<file path="src/qrvl_pkg.sv">
// Purpose: constants shared by the quasi-resonant flyback valley lockout controller
// Assumes: 50 MHz device clock
// Notes: times are held in their own unit, cycle counts derive from them

package qrvl_pkg;

   // ==========================================================
   // clock
   localparam int CLK_NS = 20;

   // ==========================================================
   // documented times
   localparam int LEB_PWM_NS = 275;
   localparam int LEB_SEVERE_NS = 120;
   localparam int STEADY_TOUT_NS = 6000;
   localparam int SS_TOUT_US = 100;
   localparam int MIN_OSC_FREQ_HZ = 27000;
   localparam int SOFTSTART_MS = 4;
   localparam int OVLD_DURATION_MS = 80;
   localparam int SEVERE_TRIP_LIMIT = 4;

   // ==========================================================
   // derived cycle counts (least times round up, longest round down)
   localparam logic [4:0] LEB_PWM_CYC = 5'((LEB_PWM_NS + CLK_NS - 1) / CLK_NS);
   localparam logic [4:0] LEB_SEVERE_CYC = 5'((LEB_SEVERE_NS + CLK_NS - 1) / CLK_NS);
   localparam int STEADY_TOUT_CYC = STEADY_TOUT_NS / CLK_NS;
   localparam int SS_TOUT_CYC = (SS_TOUT_US * 1000) / CLK_NS;
   localparam int CLAMP_CYC = (1000000000 / MIN_OSC_FREQ_HZ) / CLK_NS;
   localparam int SOFTSTART_CYC = (SOFTSTART_MS * 1000000) / CLK_NS;
   localparam int OVLD_CYC = (OVLD_DURATION_MS * 1000000) / CLK_NS;
   localparam logic [2:0] SEVERE_LIMIT = 3'(SEVERE_TRIP_LIMIT);

   // ==========================================================
   // ramp level 5 - 2*fb, feedback word in 10 mV steps
   localparam logic [9:0] RAMP_FIVE_VOLT = 10'h01F4;

   // ==========================================================
   // synchronised input vector positions
   localparam int IN_W = 13;
   localparam int IX_ZCD = 0;
   localparam int IX_PWM = 1;
   localparam int IX_VCOLIM = 2;
   localparam int IX_MAXPK = 3;
   localparam int IX_SEVERE = 4;
   localparam int IX_OPEN = 5;
   localparam int IX_VALLEY = 6;
   localparam int IX_VCO_IN = 9;
   localparam int IX_VCO_OUT = 10;
   localparam int IX_SKIP = 11;
   localparam int IX_HICDONE = 12;

   // ==========================================================
   // switching states
   typedef enum logic [1:0] {
      ST_OFF = 2'b00,
      ST_ON = 2'b01,
      ST_HALT = 2'b10
   } qrvl_state_e;

endpackage

</file>
<file path="src/qrvl_ctrl.sv">
// Purpose: switching control for a quasi-resonant flyback stage with valley lockout
// Assumes: comparator outputs arrive asynchronously; feedback word is on ref_clk
// Notes: one clock, no registers reached by software
// Notes on behaviour
// - pulse ends at peak, restarts after demag
// - count valleys, target from feedback comparators
// - valley below 55 mV: switch or count
// - valley locked until next threshold crossed
// - new comparator blanks its neighbour by direction
// - oscillator mode entry and exit hysteresis
// - oscillator mode uses 12.5 percent limit
// - 27 kHz clamp in oscillator mode resets ramp
// - skip suppresses pulses at very light load
// - ramp beyond 5 minus 2fb fires pulse
// - 6 us timeout stands in for valley
// - soft-start stretches timeout to 100 us
// - 275 ns blanking before peak compare
// - 0.8 V peak cap flags overload
// - overload timer up/down, 80 ms expiry
// - simultaneous trips: pwm wins, timer falls
// - expiry latches off or requests hiccup
// - 1.2 V fault compare after 120 ns
// - four straight faults force hiccup
// - open sense pin disables controller
// - soft-start about 4 ms, blanks OTP
`timescale 1ns/1ps

module qrvl_ctrl
   import qrvl_pkg::*;
#(
   parameter int unsigned SS_TOUT_CYCLES = SS_TOUT_CYC,
   parameter int unsigned SOFTSTART_CYCLES = SOFTSTART_CYC,
   parameter int unsigned OVLD_CYCLES = OVLD_CYC,
   parameter bit LATCH_OPTION = 1'b1
) (
   // clock and reset
   input wire logic ref_clk,
   input wire logic rst_n,
   // comparator outputs
   input wire logic demag_sense_input,
   input wire logic cs_pwm_trip,
   input wire logic cs_osc_limit_trip,
   input wire logic cs_max_peak_trip,
   input wire logic cs_severe_trip,
   input wire logic cs_pin_open,
   input wire logic [2:0] fb_valley_cmp,
   input wire logic fb_below_entry,
   input wire logic fb_above_exit,
   input wire logic fb_below_skip,
   input wire logic hiccup_done,
   // feedback word, 10 mV steps
   input wire logic [7:0] flyback_feedback_level,
   // gate and status
   output logic flyback_gate_drive,
   output logic [1:0] valley_sel,
   output logic osc_mode,
   output logic skip_active,
   output logic softstart_active,
   output logic otp_blank,
   output logic overload_latched,
   output logic hiccup_request
);

   // ==========================================================
   // checks and widths
   localparam int TW = $clog2(SS_TOUT_CYCLES + 1);
   localparam int SW = $clog2(SOFTSTART_CYCLES + 1);
   localparam int OW = $clog2(OVLD_CYCLES + 1);

   generate
      if (SS_TOUT_CYCLES <= STEADY_TOUT_CYC || OVLD_CYCLES < 2 || SOFTSTART_CYCLES < 2) begin : g_bad
         $error("qrvl_ctrl: timing parameters out of range");
      end
   endgenerate

   // ==========================================================
   // reset release
   logic [1:0] rst_pipe_q;
   logic rst_sync_n;

   always_ff @(posedge ref_clk or negedge rst_n) begin
      if (!rst_n) begin
         rst_pipe_q <= 2'b00;
      end else begin
         rst_pipe_q <= {rst_pipe_q[0], 1'b1};
      end
   end
   assign rst_sync_n = rst_pipe_q[1];

   // ==========================================================
   // input synchroniser, change taken when stages two and three agree
   logic [IN_W-1:0] raw_in;
   logic [IN_W-1:0] s1_q, s2_q, s3_q, in_q, in_prev_q;

   assign raw_in = {hiccup_done, fb_below_skip, fb_above_exit, fb_below_entry, fb_valley_cmp,
                    cs_pin_open, cs_severe_trip, cs_max_peak_trip, cs_osc_limit_trip,
                    cs_pwm_trip, demag_sense_input};

   always_ff @(posedge ref_clk or negedge rst_sync_n) begin
      if (!rst_sync_n) begin
         s1_q <= '0;
         s2_q <= '0;
         s3_q <= '0;
         in_q <= '0;
         in_prev_q <= '0;
      end else begin
         s1_q <= raw_in;
         s2_q <= s1_q;
         s3_q <= s2_q;
         in_q <= (s3_q & ~(s2_q ^ s3_q)) | (in_q & (s2_q ^ s3_q));
         in_prev_q <= in_q;
      end
   end

   // ==========================================================
   // decoded inputs
   wire valley_ev = in_q[IX_ZCD] & ~in_prev_q[IX_ZCD];
   wire cs_open = in_q[IX_OPEN];
   wire [2:0] vcmp = in_q[IX_VALLEY +: 3];

   // ==========================================================
   // state
   qrvl_state_e state_q, state_d;
   logic [1:0] sel_q, vcnt_q;
   logic dir_fall_q, vco_q, skip_q, drive_q;
   logic [4:0] leb_q;
   logic [TW-1:0] tout_q;
   logic [10:0] ramp_q;
   logic [SW-1:0] ss_q;
   logic ss_q_act;
   logic [OW-1:0] ovld_q;
   logic ovld_present_q, latched_q, hiccup_q, sev_seen_q;
   logic [2:0] sev_cnt_q;

   // ==========================================================
   // valley selection with neighbour blanking
   function automatic logic [1:0] therm_count(input logic [2:0] v);
      therm_count = 2'(v[0]) + 2'(v[1]) + 2'(v[2]);
   endfunction

   logic [2:0] vcmp_eff;
   logic [1:0] valley_tgt;
   always_comb begin
      vcmp_eff = vcmp;
      for (int k = 0; k < 3; k++) begin
         if (dir_fall_q && (k < int'(sel_q) - 1)) begin
            vcmp_eff[k] = 1'b1;
         end
         if (!dir_fall_q && (k > int'(sel_q))) begin
            vcmp_eff[k] = 1'b0;
         end
      end
      valley_tgt = therm_count(vcmp_eff);
   end

   always_ff @(posedge ref_clk or negedge rst_sync_n) begin
      if (!rst_sync_n) begin
         sel_q <= 2'b00;
         dir_fall_q <= 1'b1;
      end else if (valley_tgt > sel_q) begin
         sel_q <= sel_q + 2'b01;
         dir_fall_q <= 1'b1;
      end else if (valley_tgt < sel_q) begin
         sel_q <= sel_q - 2'b01;
         dir_fall_q <= 1'b0;
      end
   end

   // ==========================================================
   // oscillator mode, skip and soft-start
   always_ff @(posedge ref_clk or negedge rst_sync_n) begin
      if (!rst_sync_n) begin
         vco_q <= 1'b0;
         skip_q <= 1'b0;
         ss_q <= '0;
         ss_q_act <= 1'b1;
      end else begin
         if (in_q[IX_VCO_IN]) begin
            vco_q <= 1'b1;
         end else if (in_q[IX_VCO_OUT]) begin
            vco_q <= 1'b0;
         end
         skip_q <= vco_q & in_q[IX_SKIP];
         if (ss_q_act) begin
            ss_q <= ss_q + SW'(1);
            ss_q_act <= (ss_q != SW'(SOFTSTART_CYCLES - 1));
         end
      end
   end

   // ==========================================================
   // timing ramp: level 5 - 2*fb, clamp at minimum frequency
   wire [9:0] fb_x2 = {1'b0, flyback_feedback_level, 1'b0};
   wire [9:0] ramp_level = (fb_x2 >= RAMP_FIVE_VOLT) ? 10'h0000 : RAMP_FIVE_VOLT - fb_x2;
   wire ramp_hit = vco_q && ({1'b0, ramp_level} < ramp_q);
   wire clamp_hit = vco_q && (ramp_q == 11'(CLAMP_CYC - 1));

   always_ff @(posedge ref_clk or negedge rst_sync_n) begin
      if (!rst_sync_n) begin
         ramp_q <= '0;
      end else if (!vco_q || ramp_hit || clamp_hit) begin
         ramp_q <= '0;
      end else begin
         ramp_q <= ramp_q + 11'd1;
      end
   end

   // ==========================================================
   // demag timeout
   wire [TW-1:0] tout_lim = ss_q_act ? TW'(SS_TOUT_CYCLES - 1) : TW'(STEADY_TOUT_CYC - 1);
   wire tout_ev = (state_q == ST_OFF) && (tout_q >= tout_lim);

   always_ff @(posedge ref_clk or negedge rst_sync_n) begin
      if (!rst_sync_n) begin
         tout_q <= '0;
      end else if (state_q != ST_OFF || valley_ev || tout_ev) begin
         tout_q <= '0;
      end else begin
         tout_q <= tout_q + TW'(1);
      end
   end

   // ==========================================================
   // on-time decisions
   wire halt = cs_open | latched_q | hiccup_q;
   wire leb1_done = (leb_q >= LEB_PWM_CYC);
   wire leb2_done = (leb_q >= LEB_SEVERE_CYC);
   wire pwm_lim = vco_q ? in_q[IX_VCOLIM] : in_q[IX_PWM];
   wire pwm_end = leb1_done & pwm_lim;
   wire max_end = leb1_done & in_q[IX_MAXPK];
   wire sev_end = leb2_done & in_q[IX_SEVERE];
   wire pulse_end = (state_q == ST_ON) && (pwm_end || max_end || sev_end);
   wire qr_event = ~vco_q & (valley_ev | tout_ev);
   wire qr_fire = qr_event & (vcnt_q >= sel_q);
   wire osc_fire = (ramp_hit | clamp_hit) & ~skip_q;
   wire turn_on = (state_q == ST_OFF) && (qr_fire || osc_fire);
   wire ovld_exp = ovld_q == OW'(OVLD_CYCLES - 1);
   wire sev_exp = pulse_end && sev_end && (sev_cnt_q == SEVERE_LIMIT - 3'd1);

   always_comb begin
      state_d = state_q;
      case (state_q)
         ST_OFF: begin
            if (halt) begin
               state_d = ST_HALT;
            end else if (turn_on) begin
               state_d = ST_ON;
            end
         end
         ST_ON: begin
            if (halt || pulse_end) begin
               state_d = ST_OFF;
            end
         end
         ST_HALT: begin
            if (!halt) begin
               state_d = ST_OFF;
            end
         end
         default: state_d = ST_HALT;
      endcase
   end

   always_ff @(posedge ref_clk or negedge rst_sync_n) begin
      if (!rst_sync_n) begin
         state_q <= ST_OFF;
         drive_q <= 1'b0;
         leb_q <= '0;
         vcnt_q <= 2'b00;
      end else begin
         state_q <= state_d;
         drive_q <= (state_d == ST_ON);
         leb_q <= (state_q == ST_ON && leb_q != 5'h1F) ? leb_q + 5'd1 : 5'd0;
         if (turn_on) begin
            vcnt_q <= 2'b00;
         end else if (qr_event && !qr_fire && state_q == ST_OFF) begin
            vcnt_q <= vcnt_q + 2'b01;
         end
      end
   end

   // ==========================================================
   // overload timer and fault counters
   always_ff @(posedge ref_clk or negedge rst_sync_n) begin
      if (!rst_sync_n) begin
         ovld_present_q <= 1'b0;
         ovld_q <= '0;
         latched_q <= 1'b0;
         hiccup_q <= 1'b0;
         sev_cnt_q <= 3'd0;
         sev_seen_q <= 1'b0;
      end else begin
         if (pulse_end) begin
            ovld_present_q <= max_end & ~pwm_end;
         end
         if (ovld_exp) begin
            ovld_q <= '0;
         end else if (ovld_present_q) begin
            ovld_q <= ovld_q + OW'(1);
         end else if (ovld_q != '0) begin
            ovld_q <= ovld_q - OW'(1);
         end
         if (ovld_exp && LATCH_OPTION) begin
            latched_q <= 1'b1;
         end
         if ((ovld_exp && !LATCH_OPTION) || sev_exp) begin
            hiccup_q <= 1'b1;
         end else if (in_q[IX_HICDONE]) begin
            hiccup_q <= 1'b0;
         end
         if (pulse_end) begin
            sev_cnt_q <= sev_end ? (sev_exp ? 3'd0 : sev_cnt_q + 3'd1) : 3'd0;
         end
         sev_seen_q <= sev_exp;
      end
   end

   // ==========================================================
   // outputs
   assign flyback_gate_drive = drive_q;
   assign valley_sel = sel_q;
   assign osc_mode = vco_q;
   assign skip_active = skip_q;
   assign softstart_active = ss_q_act;
   assign otp_blank = ss_q_act;
   assign overload_latched = latched_q;
   assign hiccup_request = hiccup_q;
endmodule

</file>
<file path="config.mk">
export PLATFORM = sky130hd
export DESIGN_NAME = qrvl_ctrl
export DESIGN_NICKNAME = d
export VERILOG_FILES = /design/src/qrvl_pkg.sv /design/src/qrvl_ctrl.sv
export SDC_FILE = /design/constraint.sdc
export NUM_CORES = 1
export LEC_CHECK = 0
export ABC_AREA = 0
export BUFFER_PORTS_ARGS = -buffer_cell sky130_fd_sc_hd__buf_2
export CAP_MARGIN = 10
export CORE_AREA = 8 8 161 163
export DETAILED_ROUTE_END_ITERATION = 8
export DIE_AREA = 0 0 169 171
export PLACE_DENSITY = 0.42
export SYNTH_ARGS = -nofsm -noshare
export SYNTH_HDL_FRONTEND = slang
export SYNTH_SLANG_ARGS = --single-unit
</file>
<file path="constraint.sdc">
create_clock -name ref_clk -period 7.29 [get_ports ref_clk]
set_input_delay 1.8225 -clock ref_clk [delete_from_list [all_inputs] [get_ports ref_clk]]
set_output_delay 1.8225 -clock ref_clk [all_outputs]
set_load 0.03 [all_outputs]
</file>
==> load_flow_metrics.sql <==
INSERT INTO impl_metrics (metric_group, metric, value, unit) VALUES
('run_status', 'status', 'completed', ''),
('cts', 'htreeDepth', '4', ''),
('sta', 'timing.max_slew.rel_slack', '35.6', '%'),
('power_and_ir_drop', 'p_total', '2.11', 'mW'),
('logic_synthesis', 'synth-edff-count', '0', ''),
('global_routing', 'grt_pass1_vias', '5068', ''),
('layout', 'n_antenna_cell', '0', ''),
('logic_synthesis', 'synth_compound_area_share', '9.96', '%'),
('setup_path', 'critical_path.endpoint', 'state_q[0]$_DFF_PN0_', ''),
('setup_path', 'timing.critical_path.required', '7.57', 'ns'),
('global_routing', 'grt_remaining_overflow', '0', ''),
('sta', 'fin_tns_setup', '0', 'ns'),
('logic_synthesis', 'ys.flop_type', 'sky130_fd_sc_hd__dfrtp_1', ''),
('global_routing', 'gr-usage-all-layers', '10.2', '%'),
('power_and_ir_drop', 'static-leakage-power', '3.73', 'nW'),
('placement', 'dp_cells', '988', ''),
('layout', 'area.growth.synth_to_final', '16.9', '%'),
('global_routing', 'grt_pass1_wl', '24000', 'µm'),
('logic_synthesis', 'synth.cells.most_frequent', 'sky130_fd_sc_hd__dfrtp_1, sky130_fd_sc_hd__nor2_1, sky130_fd_sc_hd__ha_1', ''),
('placement', 'hpwlAfterDp', '9770', 'µm'),
('die', 'row_count', '56', ''),
('setup_path', 'cp_max_fanout', '8', ''),
('drt', 'detail-route-antenna-nets', '0', ''),
('die', 'start_util', '29.7', '%'),
('drt', 'routed_wl', '13700', 'µm'),
('cts', 'cts.sink_count', '141', ''),
('sta', 'clock-skew-final', '0.00746', 'ns'),
('drt', 'drt_first_iter_violations', '205', ''),
('cts', 'number_of_buffers_created_by_cts', '17', ''),
('layout', 'layout-drive-gt1-share', '11.4', '%'),
('cts', 'postCtsSetupBuffers', '0', ''),
('drt', 'remaining_drc_errors', '0', ''),
('placement', 'port_buffers', '31', ''),
('drt', 'drt-vias-per-instance', '4.65', ''),
('die', 'fp.dieW', '169', 'µm'),
('setup_path', 'critPathLaunchType', 'primary input', ''),
('power_and_ir_drop', 'power_per_cell_area', '261', 'mW/mm²'),
('setup_path', 'r2r_slack', '4.09', 'ns'),
('logic_synthesis', 'synthArstFlopShare', '100', '%'),
('logic_synthesis', 'synth.area.top_cells', 'sky130_fd_sc_hd__dfrtp_1, sky130_fd_sc_hd__ha_1, sky130_fd_sc_hd__xnor2_1, sky130_fd_sc_hd__nor2_1, sky130_fd_sc_hd__xor2_1', ''),
('sta', 'finalSetupViolCount', '0', ''),
('cts', 'cts-hold-fix-buffers', '0', ''),
('logic_synthesis', 'yosysSeqAreaShare', '51.0', '%'),
('drt', 'drt-wirelength-per-cell', '13.4', 'µm'),
('logic_synthesis', 'yosys_warnings', '0', ''),
('sta', 'hold_viol_final', '0', ''),
('power_and_ir_drop', 'power.clock.fraction', '42.5', '%'),
('die', 'dieHeight', '171', 'µm'),
('power_and_ir_drop', 'cellInternalPower', '1.54', 'mW'),
('global_routing', 'largest_net_degree_at_the_start_of_global_routing', '76', ''),
('power_and_ir_drop', 'swShare', '27.3', '%'),
('die', 'fp.dieArea', '0.0289', 'mm²'),
('logic_synthesis', 'syn_area', '0.00692', 'mm²'),
('logic_synthesis', 'synth_top_family_by_area', 'simple AND/OR/NAND/NOR gates', ''),
('die', 'placeableCoreArea', '0.0233', 'mm²'),
('logic_synthesis', 'synth-seq-cells', '141', ''),
('sta', 'rsz0062_at_grt', 'no', ''),
('setup_path', 'reg2regPathDepth', '9', ''),
('cts', 'clock-root-buffer', 'sky130_fd_sc_hd__clkbuf_16', ''),
('logic_synthesis', 'synth.lib_cells_used.distinct', '60', ''),
('die', 'io_pins', '32', ''),
('worst_hold_path', 'min-delay-path-class', 'reg2reg', ''),
('layout', 'nNetsFinal', '767', ''),
('cts', 'cts_resized', '0', ''),
('power_and_ir_drop', 'pwr-share-comb', '15.8', '%'),
('sta', 'min_period_over_period', '59.5', '%'),
('setup_path', 'crit_start', 'flyback_feedback_level[3]', ''),
('placement', 'gpl.final_weighted_congestion', '0.776', ''),
('logic_synthesis', 'syn_nets', '721', ''),
('sta', 'worst_margin_pin_slew', '0.966', 'ns'),
('logic_synthesis', 'synthesis.area_per_instance', '10.8', 'µm²');
==> worst max-delay path, cell delays in order <==
cell and delay, ns:
sky130_fd_sc_hd__buf_2 0.12, sky130_fd_sc_hd__and3_1 0.19, sky130_fd_sc_hd__nand3_1 0.10, sky130_fd_sc_hd__a21oi_1 0.46
sky130_fd_sc_hd__nor2b_1 0.12, sky130_fd_sc_hd__ha_1 0.30, sky130_fd_sc_hd__o211ai_1 0.15, sky130_fd_sc_hd__a21oi_1 0.06
sky130_fd_sc_hd__nor4_1 0.25, sky130_fd_sc_hd__o22ai_1 0.15, sky130_fd_sc_hd__nor3b_1 0.43, sky130_fd_sc_hd__a211oi_2 0.12
sky130_fd_sc_hd__a2111oi_1 0.35
==> metrics by stage <==
step                      setup WS (ns)  area (µm²)  utilization [%]  hold WS [ns]
final                              2.96        8090             34.8         0.346
after global placement             2.66        7470             32.1         0.332
after floorplan                    3.07        6920                -         0.331
after detailed placement           2.48        7470             32.1         0.335
after global routing               2.65        8090             34.8         0.349
after CTS                          2.91        8090             34.8         0.349
==> final cells by class <==
| type | count | area, µm² |
|---|---|---|
| well taps | 319 | 399 |
| flip-flops and latches | 141 | 3530 |
| fillers | 2385 | 15200 |
| inverters | 33 | 124 |
| repair buffers | 32 | 163 |
| clock inverters | 13 | 164 |
| multi-input cells | 463 | 3250 |
| clock buffers | 19 | 453 |
==> worst min-delay path by stage <==
stage | start | end | slack (ns) | depth (start not counted)
after floorplan | rst_pipe_q[0]$_DFF_PN0_ | rst_pipe_q[1]$_DFF_PN0_ | 0.33 | 0
after global placement | s1_q[7]$_DFF_PN0_ | s2_q[7]$_DFF_PN0_ | 0.33 | 0
after detailed placement | s1_q[0]$_DFF_PN0_ | s2_q[0]$_DFF_PN0_ | 0.33 | 0
after CTS | s1_q[7]$_DFF_PN0_ | s2_q[7]$_DFF_PN0_ | 0.35 | 0
after global routing | s1_q[7]$_DFF_PN0_ | s2_q[7]$_DFF_PN0_ | 0.35 | 0
final | s1_q[11]$_DFF_PN0_ | s2_q[11]$_DFF_PN0_ | 0.35 | 0
==> per-layer routing <==
layer	up-vias	global-route usage, %	wire [µm]
met5	-	0	0
met4	0	3.69	165
met3	11	3.07	431
met2	61	16.8	6420
met1	2334	12.4	6640
li1	2335	-	-
==> flip-flops by register name, indices dropped and copies added, names as in the netlist, named ones only <==
name	flops
dir_fall_q	1
flyback_gate_drive	1
hiccup_request	1
in_prev_q	1
leb_q	5
osc_mode	1
otp_blank	1
overload_latched	1
ovld_present_q	1
ovld_q	22
ramp_q	11
rst_pipe_q	2
s1_q	13
s2_q	13
s3_q	13
sev_cnt_q	3
skip_active	1
ss_q	18
state_q	2
tout_q	13
valley_sel	2
vcnt_q	2
==> layout by cell type, fill, tap and decap left out, types with 4 or more instances in the layout <==
cell type,netlist,layout
sky130_fd_sc_hd__buf_2,2,31
sky130_fd_sc_hd__nor2_1,80,80
sky130_fd_sc_hd__maj3_1,13,13
sky130_fd_sc_hd__and2_1,4,4
sky130_fd_sc_hd__and3_1,12,12
sky130_fd_sc_hd__or3_1,4,4
sky130_fd_sc_hd__clkbuf_16,0,17
sky130_fd_sc_hd__o21ai_0,18,18
sky130_fd_sc_hd__a21oi_1,25,25
sky130_fd_sc_hd__nor4_1,11,11
sky130_fd_sc_hd__nor2b_1,7,7
sky130_fd_sc_hd__a31oi_1,5,5
sky130_fd_sc_hd__ha_1,54,54
sky130_fd_sc_hd__nand4_1,12,12
sky130_fd_sc_hd__a21o_1,6,6
sky130_fd_sc_hd__xor2_1,24,24
sky130_fd_sc_hd__nand2b_1,6,6
sky130_fd_sc_hd__dfrtp_1,139,138
sky130_fd_sc_hd__nand3_1,28,28
sky130_fd_sc_hd__nand2_1,41,41
sky130_fd_sc_hd__a211oi_1,6,6
sky130_fd_sc_hd__o31ai_1,5,4
sky130_fd_sc_hd__xnor2_1,40,40
sky130_fd_sc_hd__o211ai_1,4,4
sky130_fd_sc_hd__nor3_1,10,10
sky130_fd_sc_hd__inv_1,33,33
sky130_fd_sc_hd__o21a_1,6,6
==> power by group through the flow <==
stage	clock network (mW)	registers (mW)	logic [mW]
final	0.897	0.882	0.333
after global routing	0.965	0.890	0.386
after CTS	0.930	0.883	0.339
after detailed placement	0	0.897	0.336
after global placement	0	0.896	0.323
after floorplan	0	0.904	0.242
==> cell families after synthesis <==
| kind of cell | after synthesis |
|---|---|
| AO/OA/AOI/OAI | 98 |
| XOR/XNOR | 64 |
| adder cells (fa/ha/maj) | 69 |
| buffers and inverters | 38 |
| flip-flops | 141 |
| multiplexers | 2 |
| other | 1 |
| AND/OR/NAND/NOR | 229 |
No activity file was read; power rests on OpenSTA's default activity.
